==> src/rtl/wesa_pkg.sv <==
// constants, field positions and types of the wake and management event block
package wesa_pkg;

    // ************************************************
    // register map
    // ************************************************
    localparam logic [7:0] ADDR_WAKE_CTRL = 8'h00;
    localparam logic [7:0] ADDR_WAKE_ST1 = 8'h02;
    localparam logic [7:0] ADDR_WAKE_EN1 = 8'h03;
    localparam logic [7:0] ADDR_WAKE_ST3 = 8'h04;
    localparam logic [7:0] ADDR_WAKE_EN3 = 8'h05;
    localparam logic [7:0] ADDR_WAKE_ST2 = 8'h06;
    localparam logic [7:0] ADDR_WAKE_EN2 = 8'h07;
    localparam logic [7:0] ADDR_MGMT_ST1 = 8'h10;
    localparam logic [7:0] ADDR_MGMT_EN1 = 8'h11;
    localparam logic [7:0] ADDR_MGMT_ST2 = 8'h12;
    localparam logic [7:0] ADDR_MGMT_EN2 = 8'h13;
    localparam logic [7:0] ADDR_MGMT_ST3 = 8'h14;
    localparam logic [7:0] ADDR_MGMT_EN3 = 8'h15;
    localparam logic [7:0] ADDR_GPIO_POL = 8'h20;
    localparam logic [7:0] ADDR_GPIO_DUAL = 8'h21;
    localparam logic [7:0] ADDR_WAKE_PIN = 8'h22;
    localparam logic [7:0] ADDR_MGMT_PIN = 8'h23;
    localparam logic [7:0] ADDR_SCAN_CODE = 8'h5F;
    localparam logic [7:0] ADDR_BASE_HIGH = 8'h60;
    localparam logic [7:0] ADDR_BASE_LOW = 8'h61;
    localparam logic [7:0] ADDR_SLOW_CFG = 8'hF0;

    // ************************************************
    // field positions
    // ************************************************
    localparam int CTRL_GLOBAL_EN = 0;
    localparam int CTRL_GLOBAL_ST = 1;
    localparam int WK1_RING_A = 0;
    localparam int WK1_RING_B = 1;
    localparam int WK1_IR_FRAME = 2;
    localparam int WK1_KBD_DATA = 3;
    localparam int WK1_MOUSE_DATA = 4;
    localparam int WK1_KEY_MATCH = 5;
    localparam int WK1_FAN0 = 6;
    localparam int WK3_GROUP_IRQ = 3;
    localparam int EN2_TO_PIN = 7;
    localparam int EN2_TO_SLOT2 = 6;
    localparam int EN2_TO_WAKE = 5;
    localparam int PIN_POLARITY = 1;
    localparam int PIN_OPEN_DRAIN = 7;
    localparam int CFG_CLK_PRESENT = 0;
    localparam int CFG_KEY_OFF = 1;

    // synchronised pin vector layout
    localparam int NUM_GPIO = 6;
    localparam int PIN_RING_A = 6;
    localparam int PIN_RING_B = 7;
    localparam int PIN_KDAT = 8;
    localparam int PIN_MDAT = 9;
    localparam int PIN_KCLK = 10;
    localparam int PIN_SCLK = 11;
    localparam int NUM_PINS = 12;

    // ************************************************
    // reset values and timing
    // ************************************************
    localparam logic [7:0] REG_RST = 8'h00;
    localparam logic [7:0] PIN_CTRL_RST = 8'h80;
    localparam logic [7:0] SCAN_CODE_RST = 8'h00;
    localparam int CLK_PERIOD_NS = 10;
    localparam int SLOW_PERIOD_NS = 30518;
    localparam logic [11:0] SLOW_DIV_CYCLES =
        12'(SLOW_PERIOD_NS / CLK_PERIOD_NS);
    localparam logic [3:0] KEY_FRAME_BITS = 4'hB;

    // ************************************************
    // types
    // ************************************************
    typedef struct packed {
        logic out;
        logic oe;
    } wesa_pin_t;

    localparam wesa_pin_t PIN_IDLE = '{out: 1'b0, oe: 1'b0};

    typedef enum logic [0:0] {
        KEY_IDLE = 1'b0,
        KEY_SHIFT = 1'b1
    } wesa_key_state_t;

endpackage

==> src/rtl/wesa_aggregator.sv <==
// wake and management interrupt event aggregator
`timescale 1ns/1ns
`default_nettype none

module wesa_aggregator (
    input wire logic mclk,
    input wire logic nrst,
    input wire logic nrst_trickle,
    input wire logic reg_wr,
    input wire logic reg_rd,
    input wire logic [7:0] reg_addr,
    input wire logic [7:0] reg_wdata,
    output var logic [7:0] reg_rdata,
    input wire logic [5:0] gpio_in,
    input wire logic [1:0] fan_event,
    input wire logic [7:0] mgmt_src_one,
    input wire logic [4:1] mgmt_src_two,
    input wire logic ir_irq,
    input wire logic ir_frame_ok,
    input wire logic ring_indicate_a_n,
    input wire logic ring_indicate_b_n,
    input wire logic kbd_data,
    input wire logic kbd_clk,
    input wire logic mouse_data,
    input wire logic slow_clk_ext,
    output var wesa_pkg::wesa_pin_t wake_out_n,
    output var wesa_pkg::wesa_pin_t mgmt_irq_out_n,
    output var logic irq_slot2_req,
    output var logic group_mgmt_irq
);
    import wesa_pkg::*;

    // ************************************************
    // pin synchronisers and edge detection
    // ************************************************
    logic [NUM_PINS-1:0] pins;
    logic [NUM_PINS-1:0] sync1_q;
    logic [NUM_PINS-1:0] sync2_q;
    logic [NUM_PINS-1:0] prev_q;
    logic [NUM_PINS-1:0] rise;
    logic [NUM_PINS-1:0] fall;
    logic [1:0] fan_prev_q;
    logic [1:0] fan_rise;
    logic ir_frame_q;
    logic [1:0] warm_q;

    assign pins = {slow_clk_ext, kbd_clk, mouse_data, kbd_data,
                   ring_indicate_b_n, ring_indicate_a_n, gpio_in};

    always_ff @(posedge mclk or negedge nrst) begin
        if (!nrst) begin
            sync1_q <= '0;
            sync2_q <= '0;
            prev_q <= '0;
            fan_prev_q <= 2'h0;
            ir_frame_q <= 1'b0;
            warm_q <= 2'h0;
        end else begin
            sync1_q <= pins;
            sync2_q <= sync1_q;
            prev_q <= sync2_q;
            fan_prev_q <= fan_event;
            ir_frame_q <= ir_frame_ok;
            warm_q <= warm_q + {1'b0, ~&warm_q};
        end
    end

    // no rise or fall edges until the chain holds real pin samples
    assign rise = sync2_q & ~prev_q & {NUM_PINS{&warm_q}};
    assign fall = ~sync2_q & prev_q & {NUM_PINS{&warm_q}};
    assign fan_rise = fan_event & ~fan_prev_q;

    // ************************************************
    // registers
    // ************************************************
    logic [7:0] we1_q, we1_d, we2_q, we2_d, we3_q, we3_d;
    logic [7:0] ws1_q, ws1_d, ws2_q, ws2_d;
    logic ws3_q, ws3_d;
    logic [7:0] me1_q, me1_d, me2_q, me2_d, me3_q, me3_d;
    logic [7:0] ms3_q, ms3_d;
    logic [5:0] pol_q, pol_d, dual_q, dual_d;
    logic [7:0] wpin_q, wpin_d, mpin_q, mpin_d;
    logic [7:0] base_hi_q, base_hi_d, base_lo_q, base_lo_d;
    logic [7:0] slow_cfg_q, slow_cfg_d;
    logic [7:0] scan_q, scan_d;
    logic gen_q, gen_d, gst_q, gst_d;
    logic ir_flag_q, ir_flag_d;
    logic [7:0] rdata_d;

    // gpio edge selection per pin
    logic [5:0] gpio_evt;

    genvar gi;
    generate
        for (gi = 0; gi < NUM_GPIO; gi++) begin : g_gpio_edge
            assign gpio_evt[gi] = dual_q[gi] ? (rise[gi] | fall[gi])
                                : pol_q[gi] ? fall[gi] : rise[gi];
        end
    endgenerate

    // ************************************************
    // specific key matcher on the slow clock
    // ************************************************
    wesa_key_state_t key_state_q, key_state_d;
    logic [11:0] div_q, div_d;
    logic int_tick;
    logic ext_tick;
    logic slow_tick;
    logic key_on;
    logic kclk_q, kclk_d;
    logic [10:0] key_sh_q, key_sh_d;
    logic [3:0] key_cnt_q, key_cnt_d;
    logic key_match_q, key_match_d;
    logic [10:0] frame;

    assign int_tick = (div_q == SLOW_DIV_CYCLES - 12'h001);
    assign ext_tick = rise[PIN_SCLK];
    assign slow_tick = slow_cfg_q[CFG_CLK_PRESENT] ? ext_tick
                                                   : int_tick;
    assign key_on = ~slow_cfg_q[CFG_KEY_OFF];
    assign frame = {sync2_q[PIN_KDAT], key_sh_q[10:1]};

    always_comb begin
        div_d = int_tick ? 12'h000 : div_q + 12'h001;
        key_state_d = key_state_q;
        kclk_d = kclk_q;
        key_sh_d = key_sh_q;
        key_cnt_d = key_cnt_q;
        key_match_d = 1'b0;
        if (!key_on) begin
            div_d = 12'h000;
            key_state_d = KEY_IDLE;
            key_cnt_d = 4'h0;
            kclk_d = 1'b1;
        end else if (slow_tick) begin
            kclk_d = sync2_q[PIN_KCLK];
            if (kclk_q && !sync2_q[PIN_KCLK]) begin
                key_sh_d = frame;
                case (key_state_q)
                    KEY_IDLE: begin
                        key_state_d = KEY_SHIFT;
                        key_cnt_d = 4'h1;
                    end
                    KEY_SHIFT: begin
                        key_cnt_d = key_cnt_q + 4'h1;
                        if (key_cnt_q == KEY_FRAME_BITS - 4'h1) begin
                            // frame complete: start, data lsb first,
                            // odd parity, stop
                            key_state_d = KEY_IDLE;
                            key_cnt_d = 4'h0;
                            key_match_d = !frame[0] && frame[10]
                                && (^frame[9:1])
                                && (frame[8:1] == scan_q);
                        end
                    end
                    default: begin
                        key_state_d = KEY_IDLE;
                    end
                endcase
            end
        end
    end

    always_ff @(posedge mclk or negedge nrst) begin
        if (!nrst) begin
            div_q <= 12'h000;
            key_state_q <= KEY_IDLE;
            kclk_q <= 1'b1;
            key_sh_q <= '0;
            key_cnt_q <= 4'h0;
            key_match_q <= 1'b0;
        end else begin
            div_q <= div_d;
            key_state_q <= key_state_d;
            kclk_q <= kclk_d;
            key_sh_q <= key_sh_d;
            key_cnt_q <= key_cnt_d;
            key_match_q <= key_match_d;
        end
    end

    // ************************************************
    // event collection and group logic
    // ************************************************
    logic [7:0] wake_evt1;
    logic [7:0] wake_evt2;
    logic [7:0] mgmt_evt3;
    logic [7:0] mst2_view;
    logic grp;
    logic wake_pending;
    logic wake_new;
    logic wr_hit;

    assign wake_evt1 = {fan_rise, key_match_q,
                        fall[PIN_MDAT], fall[PIN_KDAT], ir_frame_q,
                        fall[PIN_RING_B], fall[PIN_RING_A]};
    assign wake_evt2 = {2'b00, gpio_evt};
    assign mgmt_evt3 = {fan_rise, gpio_evt};
    assign mst2_view = {3'b000, mgmt_src_two, ir_flag_q};

    assign grp = (|(mgmt_src_one & me1_q))
               | (|(mst2_view[4:0] & me2_q[4:0]))
               | (|(ms3_q & me3_q));

    assign wake_pending = (|(ws1_q & we1_q)) | (|(ws2_q & we2_q))
                        | (ws3_q & we3_q[WK3_GROUP_IRQ]);
    assign wake_new = (|(wake_evt1 & we1_q)) | (|(wake_evt2 & we2_q))
                    | (grp & me2_q[EN2_TO_WAKE] & we3_q[WK3_GROUP_IRQ]);

    assign wr_hit = reg_wr;

    // ************************************************
    // register file next state
    // ************************************************
    always_comb begin
        we1_d = we1_q;
        we2_d = we2_q;
        we3_d = we3_q;
        me1_d = me1_q;
        me2_d = me2_q;
        me3_d = me3_q;
        pol_d = pol_q;
        dual_d = dual_q;
        wpin_d = wpin_q;
        mpin_d = mpin_q;
        base_hi_d = base_hi_q;
        base_lo_d = base_lo_q;
        slow_cfg_d = slow_cfg_q;
        scan_d = scan_q;
        gen_d = gen_q;
        ws1_d = ws1_q;
        ws2_d = ws2_q;
        ws3_d = ws3_q;
        ms3_d = ms3_q;
        gst_d = gst_q;
        ir_flag_d = ir_flag_q;
        if (wr_hit) begin
            case (reg_addr)
                ADDR_WAKE_CTRL: begin
                    gen_d = reg_wdata[CTRL_GLOBAL_EN];
                    if (reg_wdata[CTRL_GLOBAL_ST] && !wake_pending) begin
                        gst_d = 1'b0;
                    end
                end
                ADDR_WAKE_ST1: ws1_d = ws1_q & ~reg_wdata;
                ADDR_WAKE_EN1: we1_d = reg_wdata;
                ADDR_WAKE_ST2: ws2_d = ws2_q & ~reg_wdata;
                ADDR_WAKE_EN2: we2_d = reg_wdata;
                ADDR_WAKE_ST3: begin
                    ws3_d = ws3_q & ~reg_wdata[WK3_GROUP_IRQ];
                end
                ADDR_WAKE_EN3: we3_d = reg_wdata;
                ADDR_MGMT_EN1: me1_d = reg_wdata;
                ADDR_MGMT_EN2: me2_d = reg_wdata;
                ADDR_MGMT_ST3: ms3_d = ms3_q & ~reg_wdata;
                ADDR_MGMT_EN3: me3_d = reg_wdata;
                ADDR_GPIO_POL: pol_d = reg_wdata[5:0];
                ADDR_GPIO_DUAL: dual_d = reg_wdata[5:0];
                ADDR_WAKE_PIN: wpin_d = reg_wdata;
                ADDR_MGMT_PIN: mpin_d = reg_wdata;
                ADDR_SCAN_CODE: scan_d = reg_wdata;
                ADDR_BASE_HIGH: base_hi_d = reg_wdata;
                ADDR_BASE_LOW: base_lo_d = reg_wdata;
                ADDR_SLOW_CFG: slow_cfg_d = reg_wdata;
                default: ;
            endcase
        end
        if (reg_rd && reg_addr == ADDR_MGMT_ST2) begin
            ir_flag_d = 1'b0;
        end
        // events win over a clear in the same cycle
        ws1_d = ws1_d | wake_evt1;
        ws2_d = ws2_d | wake_evt2;
        ws3_d = ws3_d | (grp & me2_q[EN2_TO_WAKE]);
        ms3_d = ms3_d | mgmt_evt3;
        ir_flag_d = ir_flag_d | ir_irq;
        gst_d = gst_d | wake_new;
    end

    // ************************************************
    // read data
    // ************************************************
    always_comb begin
        case (reg_addr)
            ADDR_WAKE_CTRL: rdata_d = {6'h00, gst_q, gen_q};
            ADDR_WAKE_ST1: rdata_d = ws1_q;
            ADDR_WAKE_EN1: rdata_d = we1_q;
            ADDR_WAKE_ST2: rdata_d = ws2_q;
            ADDR_WAKE_EN2: rdata_d = we2_q;
            ADDR_WAKE_ST3: rdata_d = {4'h0, ws3_q, 3'h0};
            ADDR_WAKE_EN3: rdata_d = we3_q;
            ADDR_MGMT_ST1: rdata_d = mgmt_src_one;
            ADDR_MGMT_EN1: rdata_d = me1_q;
            ADDR_MGMT_ST2: rdata_d = mst2_view;
            ADDR_MGMT_EN2: rdata_d = me2_q;
            ADDR_MGMT_ST3: rdata_d = ms3_q;
            ADDR_MGMT_EN3: rdata_d = me3_q;
            ADDR_GPIO_POL: rdata_d = {2'b00, pol_q};
            ADDR_GPIO_DUAL: rdata_d = {2'b00, dual_q};
            ADDR_WAKE_PIN: rdata_d = wpin_q;
            ADDR_MGMT_PIN: rdata_d = mpin_q;
            ADDR_SCAN_CODE: rdata_d = scan_q;
            ADDR_BASE_HIGH: rdata_d = base_hi_q;
            ADDR_BASE_LOW: rdata_d = base_lo_q;
            ADDR_SLOW_CFG: rdata_d = slow_cfg_q;
            default: rdata_d = 8'h00;
        endcase
    end

    // ************************************************
    // output pins
    // ************************************************
    function automatic wesa_pin_t pin_drive(input logic active,
                                            input logic [7:0] ctl);
        logic level;
        wesa_pin_t p;
        level = ctl[PIN_POLARITY] ? active : ~active;
        if (ctl[PIN_OPEN_DRAIN]) begin
            p.out = 1'b0;
            p.oe = ~level;
        end else begin
            p.out = level;
            p.oe = 1'b1;
        end
        return p;
    endfunction

    wesa_pin_t wake_pin_d, mgmt_pin_d;
    logic wake_active;

    assign wake_active = gen_q & wake_pending;
    assign wake_pin_d = pin_drive(wake_active, wpin_q);
    assign mgmt_pin_d = pin_drive(grp & me2_q[EN2_TO_PIN], mpin_q);

    // ************************************************
    // state registers
    // ************************************************
    always_ff @(posedge mclk or negedge nrst) begin
        if (!nrst) begin
            we1_q <= REG_RST;
            we2_q <= REG_RST;
            we3_q <= REG_RST;
            me1_q <= REG_RST;
            me2_q <= REG_RST;
            me3_q <= REG_RST;
            pol_q <= 6'h00;
            dual_q <= 6'h00;
            wpin_q <= PIN_CTRL_RST;
            mpin_q <= PIN_CTRL_RST;
            base_hi_q <= REG_RST;
            base_lo_q <= REG_RST;
            slow_cfg_q <= REG_RST;
            gen_q <= 1'b0;
            gst_q <= 1'b0;
            ws1_q <= REG_RST;
            ws2_q <= REG_RST;
            ws3_q <= 1'b0;
            ms3_q <= REG_RST;
            ir_flag_q <= 1'b0;
            reg_rdata <= 8'h00;
            wake_out_n <= PIN_IDLE;
            mgmt_irq_out_n <= PIN_IDLE;
            irq_slot2_req <= 1'b0;
            group_mgmt_irq <= 1'b0;
        end else begin
            we1_q <= we1_d;
            we2_q <= we2_d;
            we3_q <= we3_d;
            me1_q <= me1_d;
            me2_q <= me2_d;
            me3_q <= me3_d;
            pol_q <= pol_d;
            dual_q <= dual_d;
            wpin_q <= wpin_d;
            mpin_q <= mpin_d;
            base_hi_q <= base_hi_d;
            base_lo_q <= base_lo_d;
            slow_cfg_q <= slow_cfg_d;
            gen_q <= gen_d;
            gst_q <= gst_d;
            ws1_q <= ws1_d;
            ws2_q <= ws2_d;
            ws3_q <= ws3_d;
            ms3_q <= ms3_d;
            ir_flag_q <= ir_flag_d;
            reg_rdata <= rdata_d;
            wake_out_n <= wake_pin_d;
            mgmt_irq_out_n <= mgmt_pin_d;
            irq_slot2_req <= grp & me2_q[EN2_TO_SLOT2];
            group_mgmt_irq <= grp;
        end
    end

    // scan code survives main reset
    always_ff @(posedge mclk or negedge nrst_trickle) begin
        if (!nrst_trickle) begin
            scan_q <= SCAN_CODE_RST;
        end else begin
            scan_q <= scan_d;
        end
    end

endmodule

`default_nettype wire

==> config.mk <==
export PLATFORM = sky130hd
export DESIGN_NAME = wesa_aggregator
export DESIGN_NICKNAME = d
export VERILOG_FILES = /design/src/rtl/wesa_pkg.sv /design/src/rtl/wesa_aggregator.sv
export SDC_FILE = /design/constraint.sdc
export NUM_CORES = 1
export LEC_CHECK = 0
export BUFFER_PORTS_ARGS = -buffer_cell sky130_fd_sc_hd__buf_4
export CAP_MARGIN = 40
export CORE_MARGIN = 2
export CORE_UTILIZATION = 30
export DETAILED_ROUTE_END_ITERATION = 6
export SLEW_MARGIN = 20
export SYNTH_ARGS = -nofsm -noshare
export SYNTH_HDL_FRONTEND = slang
export SYNTH_SLANG_ARGS = --single-unit
==> constraint.sdc <==
create_clock -name mclk -period 2.75 [get_ports mclk]
set_clock_uncertainty 0.05 [all_clocks]
set_input_delay 0.1375 -clock mclk [delete_from_list [all_inputs] [get_ports mclk]]
set_output_delay 0.1375 -clock mclk [all_outputs]
set_load 0.02 [all_outputs]
# Yosys cells after proc, flatten, opt, wreduce, memory -nomap -nowiden
# Index checks and enable logic that the tools add are counted.
# totals
word_cells	205
reg_bits	221
out_inout_bits	14
in_bits	49
# op_classes
mux	49
addsub	3
bitwise	51
n_reduce_logical	39
n_eq_ne	23
# ops
cell	count
case mux 8 bit (21 select lines)	1
bitwise AND 8 bit	8
== test 8 x 5 -> 1 bit, second input constant	6
2-to-1 mux 8 bit	6
OR reduction 8 bit	6
AND reduction 2 bit	17
== test 8 x 3 -> 1 bit, second input constant	4
== test 8 x 6 -> 1 bit, second input constant	4
2-to-1 mux 1 bit	32
bitwise AND 12 bit	2
== test 8 x 7 -> 1 bit, second input constant	3
2-to-1 mux 12 bit	2
bitwise AND 10 bit	2
== test 8 x 2 -> 1 bit, second input constant	2
2-to-1 mux 4 bit	4
OR 8 bit	2
OR 1 bit	15
adder 12 x 1 -> 12 bit, second input constant	1
== test 12 bit, second input constant	1
inverter 12 bit	1
inverter 10 bit	1
XOR reduction 9 bit	1
bitwise AND 6 x 8 -> 8 bit	1
== test 8 bit	1
20 further kinds	42

# Longest topological paths before layout
# Gate-level depths: netlist of the first run.
# depth
word_depth	10
depth_mapped	8
depth_no_buf	7

# Worst setup path after synthesis of the first run
# OpenSTA, ideal clock, no wires.
# synth_timing
kind	reg2reg
startpoint	reg div_q[0]
endpoint	reg key_cnt_q[3]
setup_slack_ps	694
path_stages_with_launch	8
synth_period_minus_slack_ps	2056
arrival_time_ps	1924
required_time_ps	2618
setup_time_ps	82
n_path_buf	0
path_cell_list	dfrtp_1 inv_1 ha_1 and4bb_2 and4b_1 o21ai_2 or4b_2 a31oi_1
# synth_via
elab_chain_len	4
# synth_rtl
element	line	source
start: declaration	wesa_aggregator.sv:105	logic [11:0] div_q, div_d;
start signal: assignment	wesa_aggregator.sv:173	div_q <= div_d;
== test 12 bit	wesa_aggregator.sv:116	assign int_tick = (div_q == SLOW_DIV_CYCLES - 12'h001);
2-to-1 mux 1 bit	wesa_aggregator.sv:118	assign slow_tick = slow_cfg_q[CFG_CLK_PRESENT] ? ext_tick
nonzero test 2 bit (no source line)	-	
AND reduction 2 bit (no source line)	-	
end signal: assignment	wesa_aggregator.sv:177	key_cnt_q <= key_cnt_d;
end: declaration	wesa_aggregator.sv:112	logic [3:0] key_cnt_q, key_cnt_d;
# Every way passes these cells.
# A chain may end at the register's enable or synchronous reset.

# Worst setup path in the final report of the first run
# layout_timing
startpoint	reg div_q[0]
endpoint	reg key_sh_q[5]
# layout_via
elab_chain_len	3
# layout_rtl
element	line	source
== test 12 bit	wesa_aggregator.sv:116	
2-to-1 mux 1 bit	wesa_aggregator.sv:118	
AND reduction 3 bit (no source line)	-	
end signal: assignment	wesa_aggregator.sv:176	key_sh_q <= key_sh_d;
end: declaration	wesa_aggregator.sv:111	logic [10:0] key_sh_q, key_sh_d;
# Every way passes these cells.

==> results of run 1 <==
==> logic make-up after synthesis <==
family	synth area share (%)
AO/OA/AOI/OAI	10.3
XOR/XNOR	3.52
adder cells (fa/ha/maj)	0.503
flip-flops	55.1
AND/OR/NAND/NOR	11.3
buffers and inverters	2.40
multiplexers	16.9
==> registers in the layout (all words and copies together) (netlist names), 10 cells and up <==
name      count
div_q        12
prev_q       11
key_sh_q     10
sync1_q      12
sync2_q      12
==> critical path: stages (launching register included) <==
cell and delay, ps:
dfrtp_1 420, inv_1 80, ha_1 130, and4bb_2 220, and4b_1 240, o21ai_2 140
nor2_1 630, mux2_2 410
==> report_power, final <==
part / total, mW / switching, mW / internal, mW
clock network: 3.32 / 1.31 / 2.01
logic: 0.737 / 0.412 / 0.325
registers: 3.59 / 0.171 / 3.42
==> layer usage <==
layer	track usage (%)	vias up	wire, µm
li1	-	3197	-
met1	25.2	3632	13700
met2	27.8	264	13800
met3	2.48	53	1800
met4	5.92	0	952
met5	0	-	0
==> per-stage QoR <==
step           hold slack (ps)  instance area (µm²)  setup WS (ps)
3_3_place_gp             -89.8                11000            327
4_1_cts                   39.0                12000            282
5_1_grt                   44.0                12000            148
2_1_floorplan             -208                 9950            694
3_5_place_dp             -90.7                11000            284
6_report                  46.2                12000            313
==> cells in the mapped netlist (4+ instances only) <==
| library cell | instances | share of area [%] |
|---|---|---|
| dfrtp_1 | 216 | 54 |
| a22o_1 | 6 | 0.53 |
| nand2b_1 | 6 | 0.38 |
| ha_1 | 4 | 0.50 |
| nor2b_1 | 5 | 0.31 |
| nor3_1 | 6 | 0.30 |
| o21ai_0 | 31 | 1.6 |
| nand4_1 | 5 | 0.31 |
| a21oi_1 | 8 | 0.40 |
| nand3_1 | 36 | 1.8 |
| nand4b_1 | 4 | 0.35 |
| a32o_1 | 4 | 0.40 |
| o22ai_1 | 9 | 0.57 |
| and3_1 | 8 | 0.50 |
| mux2i_1 | 15 | 1.5 |
| nand3b_1 | 7 | 0.53 |
| buf_2 | 11 | 0.55 |
| a221oi_1 | 5 | 0.44 |
| xnor2_1 | 22 | 1.9 |
| nor4bb_1 | 4 | 0.40 |
| buf_1 | 5 | 0.19 |
| o211ai_1 | 7 | 0.53 |
| inv_1 | 12 | 0.45 |
| o2111ai_1 | 5 | 0.44 |
| nor2_1 | 31 | 1.2 |
| and2_1 | 4 | 0.25 |
| nand2_1 | 63 | 2.4 |
| a211oi_1 | 4 | 0.30 |
| clkbuf_1 | 23 | 0.87 |
| mux2_2 | 132 | 15 |
| a22oi_1 | 38 | 2.9 |
| xor2_1 | 18 | 1.6 |
==> how the worst max path moves through the flow <==
| stage | startpoint | endpoint | slack (ps) | depth (start not counted) |
|---|---|---|---|---|
| 5_1_grt | div_q[0] | key_sh_q[1] | 150 | 7 |
| 3_3_place_gp | reg_addr[0] | me1_q[1] | 330 | 4 |
| 6_report | div_q[0] | key_sh_q[5] | 310 | 7 |
| 3_5_place_dp | div_q[0] | key_sh_q[5] | 280 | 7 |
| 4_1_cts | div_q[0] | key_sh_q[5] | 280 | 7 |
| 2_1_floorplan | div_q[0] | key_cnt_q[3] | 690 | 7 |
==> area by class of cell <==
| cell class | count | area [µm²] |
|---|---|---|
| Clock buffer | 33 | 716 |
| Timing Repair Buffer | 105 | 873 |
| Sequential cell | 219 | 5480 |
| Tap cell | 442 | 553 |
| Inverter | 12 | 45.0 |
| Fill cell | 3198 | 20600 |
| Multi-Input combinational cell | 543 | 4250 |
| Clock inverter | 11 | 111 |
==> timing repair <==
action | CTS | global route
buffers inserted | 0 | 0
hold endpoints to repair | 119 | 0
hold buffers | 22 | 0
setup endpoints to repair | 0 | 0
==> results.txt, run 1 <==
The mapped cell area is 9950 µm². For this run, the total global-route usage over all layers was measured as 17.7%. The post-route netlist has 30.1% of its cells at a drive strength greater than 1.

The clock drives 219 sinks. The longest clock path from root to sink contains 3 buffers. The clock-pin slew on the worst setup and hold paths is 60 ps.

The top fanout value on the critical path is 11. CTS placed an instance of clkbuf_16 at the clock tree root. The total CTS buffers is 24.

At the worst endpoint, the arrival time is 2780 ps. The number of antenna repair diodes came out at 0. After layout, the design draws a total of 7.64 mW. The library cell used most frequently in the layout, excluding fill and tap cells, is dfrtp_1. The start point of the worst hold path is reg_wdata[2].

The later pin in the worst-skew pair is clocked with a latency of 520 ps. The count of final max-slew check failures came out at 0. The horizontal die dimension came out at 186 µm. The actual transition at the worst max-transition pin is 782 ps. A synthesized cell averages 12.2 µm². The placer congestion estimate came out at 0.951. The sequential share of the synthesized area is 55.1%.

The die footprint is 34600 µm². Across all layers, the routed design uses 7146 vias. After global routing the overflow that remains totals 0.

The H-tree level count is 1. Setup repair after global routing left no endpoint under its margin. The layout-stage area growth over the synthesis result is 20.9%. The via count of the first global-routing pass is 7209. The number of instances on the worst hold path is 2. The detailed-placement wirelength estimate came out at 21500 µm. The number of design rule violations left after detail routing came out at 0. The flow ran to the end, and the final reports show no timing, DRC or antenna violations. The final-report hold violation count came out at 0. In this run the count of I/O pins placed on the die edge is 63. STA classifies the critical path endpoint as a flop. The depth of the most critical reg-to-reg path came out at 7.

In this run the power density over the cells is 635 nW/µm². The starting utilization of the core area is 30.5%. The flip-flop cell with the highest count after synthesis is dfrtp_1.

The shortest clock period the worst path allows after layout came out at 2440 ps. The final layout contains 958 nets. The vertical die dimension is 186 µm.

The placed instance count came out at 1299. The analysis attributes to cell leakage a power of 5.34 nW. The peak supply drop came out at 0.445 mV. TritonCTS built the clock tree. The data required time of the critical path came out at 3090 ps. In this run the critical register-to-register path is captured at key_sh_q[5]. In this run the standard cell core region covers 32600 µm². The total of max-cap violations is 0.

The number of different library cells used by synthesis comes to 67. Measured on the finished design, the core utilization comes to 36.9%. STA classifies the critical path startpoint as a flop. In this run the core area contains 66 standard-cell rows. The ratio of routed vias to standard cells came out at 5.24. The total negative slack for setup checks is 0 ps.

The number of flops mapped to enable cells by yosys came out at 0. The startpoint identified for the worst register-to-register timing path is div_q[0]. The worst setup slack for register-to-register paths is 310 ps. Derived from the worst setup path, the maximum achievable clock frequency is 410 MHz.

Yosys printed 0 warnings. Entering global routing, the biggest net connects 82 pins. The routed design has 30200 µm of wire. The net count of the mapped netlist is 869. The worst relative slew slack is 47.7%. In this run the remaining antenna-violating nets after routing total 0. The number of iterations in the first detailed-routing pass came out at 6. The number of resized instances in the post-cts repair step is 0. The initial antenna violation count is 0. Counting flops and latches in the post-synthesis netlist gives 219.

Setup violations remaining at the end of the flow were counted as 0. The top cell types in the final layout, fill and taps aside, are dfrtp_1, mux2_2, buf_4. The global-route wire length before repair is 45700 µm.

During placement, the flow inserted port buffers numbering 62. The category of the most critical setup path is reg -> reg. The final critical path takes up 88.6% of the cycle. In the synthesized netlist the async set-or-reset flop fraction comes to 100%. The kind of path behind the tightest hold check is in -> reg. The terminating pin of the worst hold path is pol_q[2]. Leaving out filler cells and counting taps, the final layout contains 1365.

The post-detailed-route wirelength per cell is 22.2 µm. The count of routing violations after the opening detailed-route iteration came out at 572. The post-synthesis instance total came out at 816.
(Power assumes the default switching activity.)
==> run 2: changes to the inputs <==
==> constraint.sdc (replaced) <==
create_clock -name mclk -period 2 [get_ports mclk]
set_clock_uncertainty 0.05 [all_clocks]
set_input_delay 0.1 -clock mclk [delete_from_list [all_inputs] [get_ports mclk]]
set_output_delay 0.1 -clock mclk [all_outputs]
set_load 0.02 [all_outputs]
==> run 2 against run 1 <==
  * Critical path depth shrank 2
  * Sequential cell count is the same
  * Global-route usage grew 0.60 points
  * Register-to-register slack lost 240 ps
  * Utilization grew 2.1 points
  * Worst setup slack lost 240 ps
  * Hold slack lost 21 ps
  * Final cell count grew 5.5%
  * Clock-buffer cell count grew 7
  * Largest power group is now clock
==> results.txt, run 2 (synthesis gave the netlist of run 1 again) <==
The starting utilization of the core area came out at 30.5% (unchanged). The clock latency reported for the late side of the worst-skew pair came to 530 ps (about the same). The detailed-placement wirelength estimate came out at 22500 µm (+5.0%). The count of routing violations after the opening detailed-route iteration was 648 (+13%).

The highest attainable clock frequency is 520 MHz (+27%). The total CTS buffers came out at 26 (+8.3%). The count of final max-slew check failures came out at 0 (unchanged).

The total setup violations reported at the end of the flow is 0 (unchanged). STA classifies the critical path startpoint as a flop. The horizontal die dimension is 186 µm (unchanged). The total grt overflow was 0 (unchanged). The vertical die dimension came to 186 µm (unchanged). The category of the most critical setup path is reg -> reg.

The peak supply drop is 0.474 mV (+6.5%). The static power due to leakage came out at 5.71 nW (+7.0%). The amount of wire on met3 after detailed routing came out at 1950 µm (+8.3%). The switching power total came out at 2.70 mW (+43%). The ratio of routed vias to standard cells came out at 5.17 (-1.3%). The number of iterations in the first detailed-routing pass came out at 5 (-1). The capturing element type of the critical path is a flop. Signal routing reaches up to met4.

The number of core rows is 66 (unchanged). The largest incremental delay on the critical path is 430 ps (-200 ps). The internal power component is 8.32 mW (+45%). The overall track demand over capacity in global routing came out at 18.3% (+0.60 points).

The overall routed net length came out at 31200 µm (+3.3%). For this design, the slowest cell found on the critical path is dfrtp_1. The combinational power share is 10.5% (+0.9 points). The total negative slack for setup checks came out at 0 ps (unchanged).

The top fanout value on the critical path came out at 4 (-7). The total number of vias came out at 7442 (+4.1%). The worst setup slack before clock tree synthesis is -60.5 ps (-345 ps). In this run the critical register-to-register path is launched from we2_q[0].

The placed instance count came to 1359 (+4.6%). The area of the core region is 32600 µm² (unchanged). The worst relative slew slack is 50.4% (+2.8 points).

The actual transition at the worst max-transition pin was 742 ps (-40.8 ps). The number of sinks handled by clock tree synthesis came out at 219 (unchanged). The share of cells above drive strength 1 was 35.0% (+4.9 points). The relative contribution of the clock network to total power came out at 44.9% (+1.5 points).

The shortest clock period the worst path allows after layout is 1920 ps (-514 ps). Setup repair after global routing could not meet its margin everywhere. The fill cell instance count of the final layout is 3176 (-0.69%).

The most critical setup path has its startpoint at we2_q[0]. The total of max-cap violations is 0 (unchanged). The via count of the first global-routing pass came out at 7504 (+4.1%). The post-detailed-route wirelength per cell came out at 21.7 µm (-2.1%).

The flow ran to the end, and the final reports show no timing, DRC or antenna violations. The placer congestion estimate came out at 0.958 (+0.78%). The switching power as a share of total power is 24.5% (-0.26 points). The final-report hold violation count is 0 (unchanged). The clock-pin slew on the worst setup and hold paths is 60 ps (about the same).

The number of design rule violations left after detail routing came to 0 (unchanged). The initial antenna violation count is 0 (unchanged). The wire length on met1 came to 14100 µm (+2.9%).

The arrival time reported for the critical path endpoint was 2240 ps (-540 ps). The cell sitting at the root of the clock tree is a clkbuf_16. The count of input and output buffers is 62 (unchanged). The number of buffers on the longest clock path is 3 (unchanged). Leaving out fill and tap cells, the most frequent cell in the layout is dfrtp_1. The top cell types in the final layout, fill and taps aside, are dfrtp_1, buf_4, mux2_2. The pin count of the biggest net entering global routing came to 67 (-18%).

The H-tree level count came out at 1 (unchanged). The final setup slack of the worst path came out at 76.7 ps (-236 ps). Walking the worst path, the cells encountered are mux2_2, a22oi_1, o22ai_1, a2111oi_0, o21ai_0. The sequential group share of total power is 44.6% (-2.3 points). The number of top-level design ports is 63 (unchanged). The die footprint came out at 34600 µm² (unchanged).

The global-route wire length before repair came out at 47200 µm (+3.2%). The post-layout instance count excluding filler cells came out at 1440 (+5.5%). The number of nets in the layout is 1031 (+7.6%).

The routed length on met2 is 14300 µm (+3.7%). In the final layout, the registers with the most flip-flops are div_q: 12 flops, sync1_q: 12 flops, sync2_q: 12 flops. The share of the clock period used by the worst path is 96.2% (+7.5 points). The data required time of the critical path came out at 2320 ps (-770 ps).

The min-delay analysis places its worst path in the category in -> reg. The area growth from synthesis to layout is 27.9%. The power density over the cells came out at 866 nW/µm² (+36%). The start point of the worst hold path is reg_wdata[2]. The worst setup slack for register-to-register paths was 80 ps (-240 ps).

The share of the core filled with cells is 39.0% (+2.1 points). TritonCTS built the clock tree. The number of antenna repair diodes came out at 0 (unchanged).

The remaining antenna violation count came out at 0 (unchanged).
## run 2: path summary, 6_finish.rpt
path,depth (start not counted),to
hold / removal,2,me3_q[2]
max in group asynchronous,3,scan_q[0]
hold reg to reg,0,sync2_q[10]
setup reg to reg,5,reg_rdata[0]
setup / recovery,5,reg_rdata[0]
min in group asynchronous,2,sync1_q[8]
## run 2: routing by layer
layer	GRT usage, %	up-vias
met1	25.6	3772
met2	28.9	269
met3	3.05	54
li1	-	3347
met4	5.95	0
met5	0	-
## run 2: stage by stage
stage / area [µm²] / power, mW / hold slack, ps
floorplan: 9960 / 5.51 / -246
global placement: 11500 / 6.08 / -125
detailed placement: 11500 / 6.10 / -124
CTS: 12700 / 11.1 / 3.60
global route: 12700 / 11.4 / 20.8
finish: 12700 / 11.0 / 25.7
## run 2: power by group through the flow
stage	sequential [mW]	clock [mW]	combinational (mW)
2_1_floorplan	4.95	0	0.557
3_3_place_gp	4.99	0	1.09
3_5_place_dp	4.99	0	1.11
4_1_cts	4.91	5.05	1.16
5_1_grt	4.95	5.23	1.26
6_report	4.92	4.94	1.16
## run 2: what timing repair did
action,4_1_cts,5_1_grt
gates resized for setup,0,5
endpoints found under the hold margin,287,0
endpoints found under the setup margin,0,14
hold buffers,29,0
buffers inserted,0,3
## run 2: final cells by class
class | count | area (µm²) | share of cell area [%]
multi-input cells | 544 | 4280 | 33.6
clock buffers | 40 | 825 | 6.48
repair buffers | 175 | 1440 | 11.3
inverters | 12 | 45.0 | 0.354
flip-flops and latches | 219 | 5480 | 43.1
well taps | 442 | 553 | 4.35
clock inverters | 8 | 100 | 0.787
## run 2: critical path, delay by kind of cell (launching register included)
| family | cells | cell delay, ps |
|---|---|---|
| AO/OA/AOI/OAI | 4 | 990 |
| multiplexers | 1 | 280 |
| flip-flops | 1 | 430 |
==> run 3: changes to the inputs <==
==> constraint.sdc (replaced) <==
create_clock -name mclk -period 2 [get_ports mclk]
set_clock_uncertainty 0.05 [all_clocks]
set_input_delay 0.4 -clock mclk [delete_from_list [all_inputs] [get_ports mclk]]
set_output_delay 0.4 -clock mclk [all_outputs]
set_load 0.02 [all_outputs]
==> run 3 against run 2 <==
  * The run now ends with negative setup slack left
  * Final cell count increased by 0.28%
  * Clock power shrank 12%
  * Hold slack better by 180 ps
  * Utilization shrank 0.069 points
==> results.txt, run 3 (synthesis gave the netlist of run 1 again) <==
The flow ran to the end, but the final reports show violations. The checks that failed: negative setup slack. The peak supply drop came out at 0.526 mV (+11%). The fill cell instance count of the final layout came out at 3184 (+0.25%). The sequential group share of total power came out at 46.6% (+2.0 points). The number of top-level design ports came out at 63 (unchanged).

The count of input and output buffers is 62 (unchanged). Setup repair after global routing could not meet its margin everywhere. The clock-pin slew on the worst setup and hold paths is 60 ps (about the same). The highest attainable clock frequency came out at 498 MHz (-4.3%). The number of sinks handled by clock tree synthesis was 219 (unchanged). The count of routing violations after the opening detailed-route iteration came out at 633 (-2.3%). The kind of path behind the tightest hold check is in -> async. The clock root buffer master is clkbuf_16. The clock latency reported for the late side of the worst-skew pair came to 520 ps (about the same). The data required time of the critical path came out at 2400 ps (+80 ps). The share of cells above drive strength 1 came out at 36.5% (+1.6 points). The final total power is 10.5 mW (-4.8%). The final setup slack of the worst path is -10.0 ps (-86.7 ps). The actual transition at the worst max-transition pin came out at 601 ps (-140 ps).

The shortest clock period the worst path allows after layout came out at 2010 ps (+86.7 ps). The total grt overflow came out at 0 (unchanged). The static power due to leakage was 5.73 nW (+0.37%).

The global-route wire length before repair is 47900 µm (+1.5%). The pin count of the biggest net entering global routing came out at 62 (-7.5%). The largest registers in the layout are div_q: 12 flops, sync1_q: 12 flops, sync2_q: 12 flops. The area of the core region was 32600 µm² (unchanged). The initial antenna violation count came to 0 (unchanged).

The H-tree level count is 1 (unchanged). The detailed-placement wirelength estimate came out at 23300 µm (+3.2%). The total setup violations reported at the end of the flow was 2 (+2).

The combinational power share is 11.7% (+1.2 points). The worst setup path is launched from a flop. The die footprint is 34600 µm² (unchanged). The number of design rule violations left after detail routing is 0 (unchanged). The category of the most critical setup path is reg -> reg.

The total CTS buffers came to 25 (-3.8%). The switching power as a share of total power is 25.6% (+1.1 points). The overall track demand over capacity in global routing came out at 18.7% (+0.36 points).

TritonCTS built the clock tree. The total of max-cap violations came out at 0 (unchanged). The post-detailed-route wirelength per cell was 21.8 µm (+0.69%). The top fanout value on the critical path came out at 7 (+3).

The starting utilization of the core area came out at 30.5% (unchanged). The worst relative slew slack came out at 58.9% (+8.4 points). The switching power total came to 2.69 mW (-0.52%). The count of final max-slew check failures is 0 (unchanged). The share of the clock period used by the worst path is 101% (+4.3 points).

The number of antenna repair diodes is 0 (unchanged). The number of nets in the layout came out at 1037 (+0.58%). The overall routed net length came out at 31500 µm (+0.97%). The share of the core filled with cells is 38.9% (-0.069 points). The internal power component came out at 7.80 mW (-6.2%). The final-report hold violation count is 0 (unchanged).

The area used by sequential logic in the layout came out at 5480 µm² (unchanged). The worst setup path is captured at a flop. The arrival time reported for the critical path endpoint came to 2410 ps (+170 ps). The number of core rows came to 66 (unchanged). The number of buffers on the longest clock path is 3 (unchanged).

The layout-stage area growth over the synthesis result is 27.6%. The vertical die dimension is 186 µm (unchanged). The via count of the first global-routing pass came out at 7541 (+0.49%). The total number of vias came out at 7441 (-0.013%).

The power density over the cells is 826 nW/µm² (-4.6%). The library cells used most frequently in the layout, excluding fill and tap cells, are dfrtp_1, buf_4, mux2_2. The placer congestion estimate is 0.951 (-0.74%). The ratio of routed vias to standard cells is 5.15 (-0.29%).

The number of iterations in the first detailed-routing pass came out at 5 (unchanged). Leaving out fill and tap cells, the most frequent cell in the layout is dfrtp_1. The relative contribution of the clock network to total power came out at 41.7% (-3.2 points). The footprint of the multi-input gates came out at 4330 µm² (+1.1%). The horizontal die dimension came out at 186 µm (unchanged). The remaining antenna violation count came out at 0 (unchanged).
==> run 3: cell count changes in the layout (fill, tap and decap cells not counted), moves of 2 or more <==
cell,previous run,this run
buf_4,141,157
dlygate4sd3_1,29,18
clkinv_2,2,7
clkbuf_8,10,6
buf_12,3,6
clkinvlp_4,4,1
bufinv_16,2,0
clkbuf_16,27,25
nor4b_2,4,2
nor4b_4,0,2
==> run 3: routing by layer <==
metal	track usage, %	wire length (µm)	vias up
li1	-	-	3353
met3	3.85	2280	56
met2	29.4	14500	259
met5	0	0	-
met4	4.94	809	0
met1	26.1	13900	3773
==> run 3: worst paths after layout <==
kind                         startpoint      endpoint  slack [ps]  cells past startpoint
setup / recovery               div_q[0]  key_cnt_q[1]         -10                      7
hold / removal             nrst_trickle     scan_q[6]         210                      2
setup reg to reg               div_q[0]  key_cnt_q[1]         -10                      7
hold reg to reg              sync1_q[3]    sync2_q[3]         300                      0
max in group asynchronous          nrst      me3_q[6]         910                      3
min in group mclk                reg_rd     ir_flag_q         240                      3
==> run 3: cell type report <==
type,count,share of cell area [%]
flip-flops and latches,219,43.2
multi-input cells,543,34.1
repair buffers,183,11.9
clock buffers,35,5.69
well taps,442,4.35
clock inverters,10,0.473
inverters,12,0.355
==> run 3: metrics by stage <==
step	hold slack [ps]	setup WS, ps	setup TNS [ps]	instance area [µm²]	cells
CTS	197	17.7	0	12700	1444
detailed placement	170	-232	-11210	11700	1379
global placement	170	-234	-10820	11700	1379
floorplan	54.4	-118	-621	10000	816
finish	206	-10.0	-13.7	12700	1444
global route	230	-103	-1120	12700	1444
==> run 3: timing repair <==
item | in CTS | in global routing
endpoints found under the hold margin | 61 | 0
gates resized for setup | 5 | 4
endpoints found under the setup margin | 11 | 16
pin swaps | 2 | 6
setup buffers | 1 | 0
cloned | 1 | 0
hold buffers | 18 | 0
==> run 3: critical path, cell delays in order, from the launching register on <==
cell	delay [ps]
dfrtp_1	380
inv_1	60
ha_1	140
and4bb_2	240
and4b_2	270
o21ai_4	110
or4b_4	560
a21oi_2	130
==> run 3: power by group through the flow <==
| stage | Combinational (mW) | Clock, mW | Sequential, mW |
|---|---|---|---|
| global route | 1.35 | 4.66 | 4.92 |
| floorplan | 0.564 | 0 | 4.95 |
| detailed placement | 1.20 | 0 | 4.97 |
| CTS | 1.24 | 4.46 | 4.89 |
| global placement | 1.19 | 0 | 4.96 |
| finish | 1.23 | 4.37 | 4.89 |
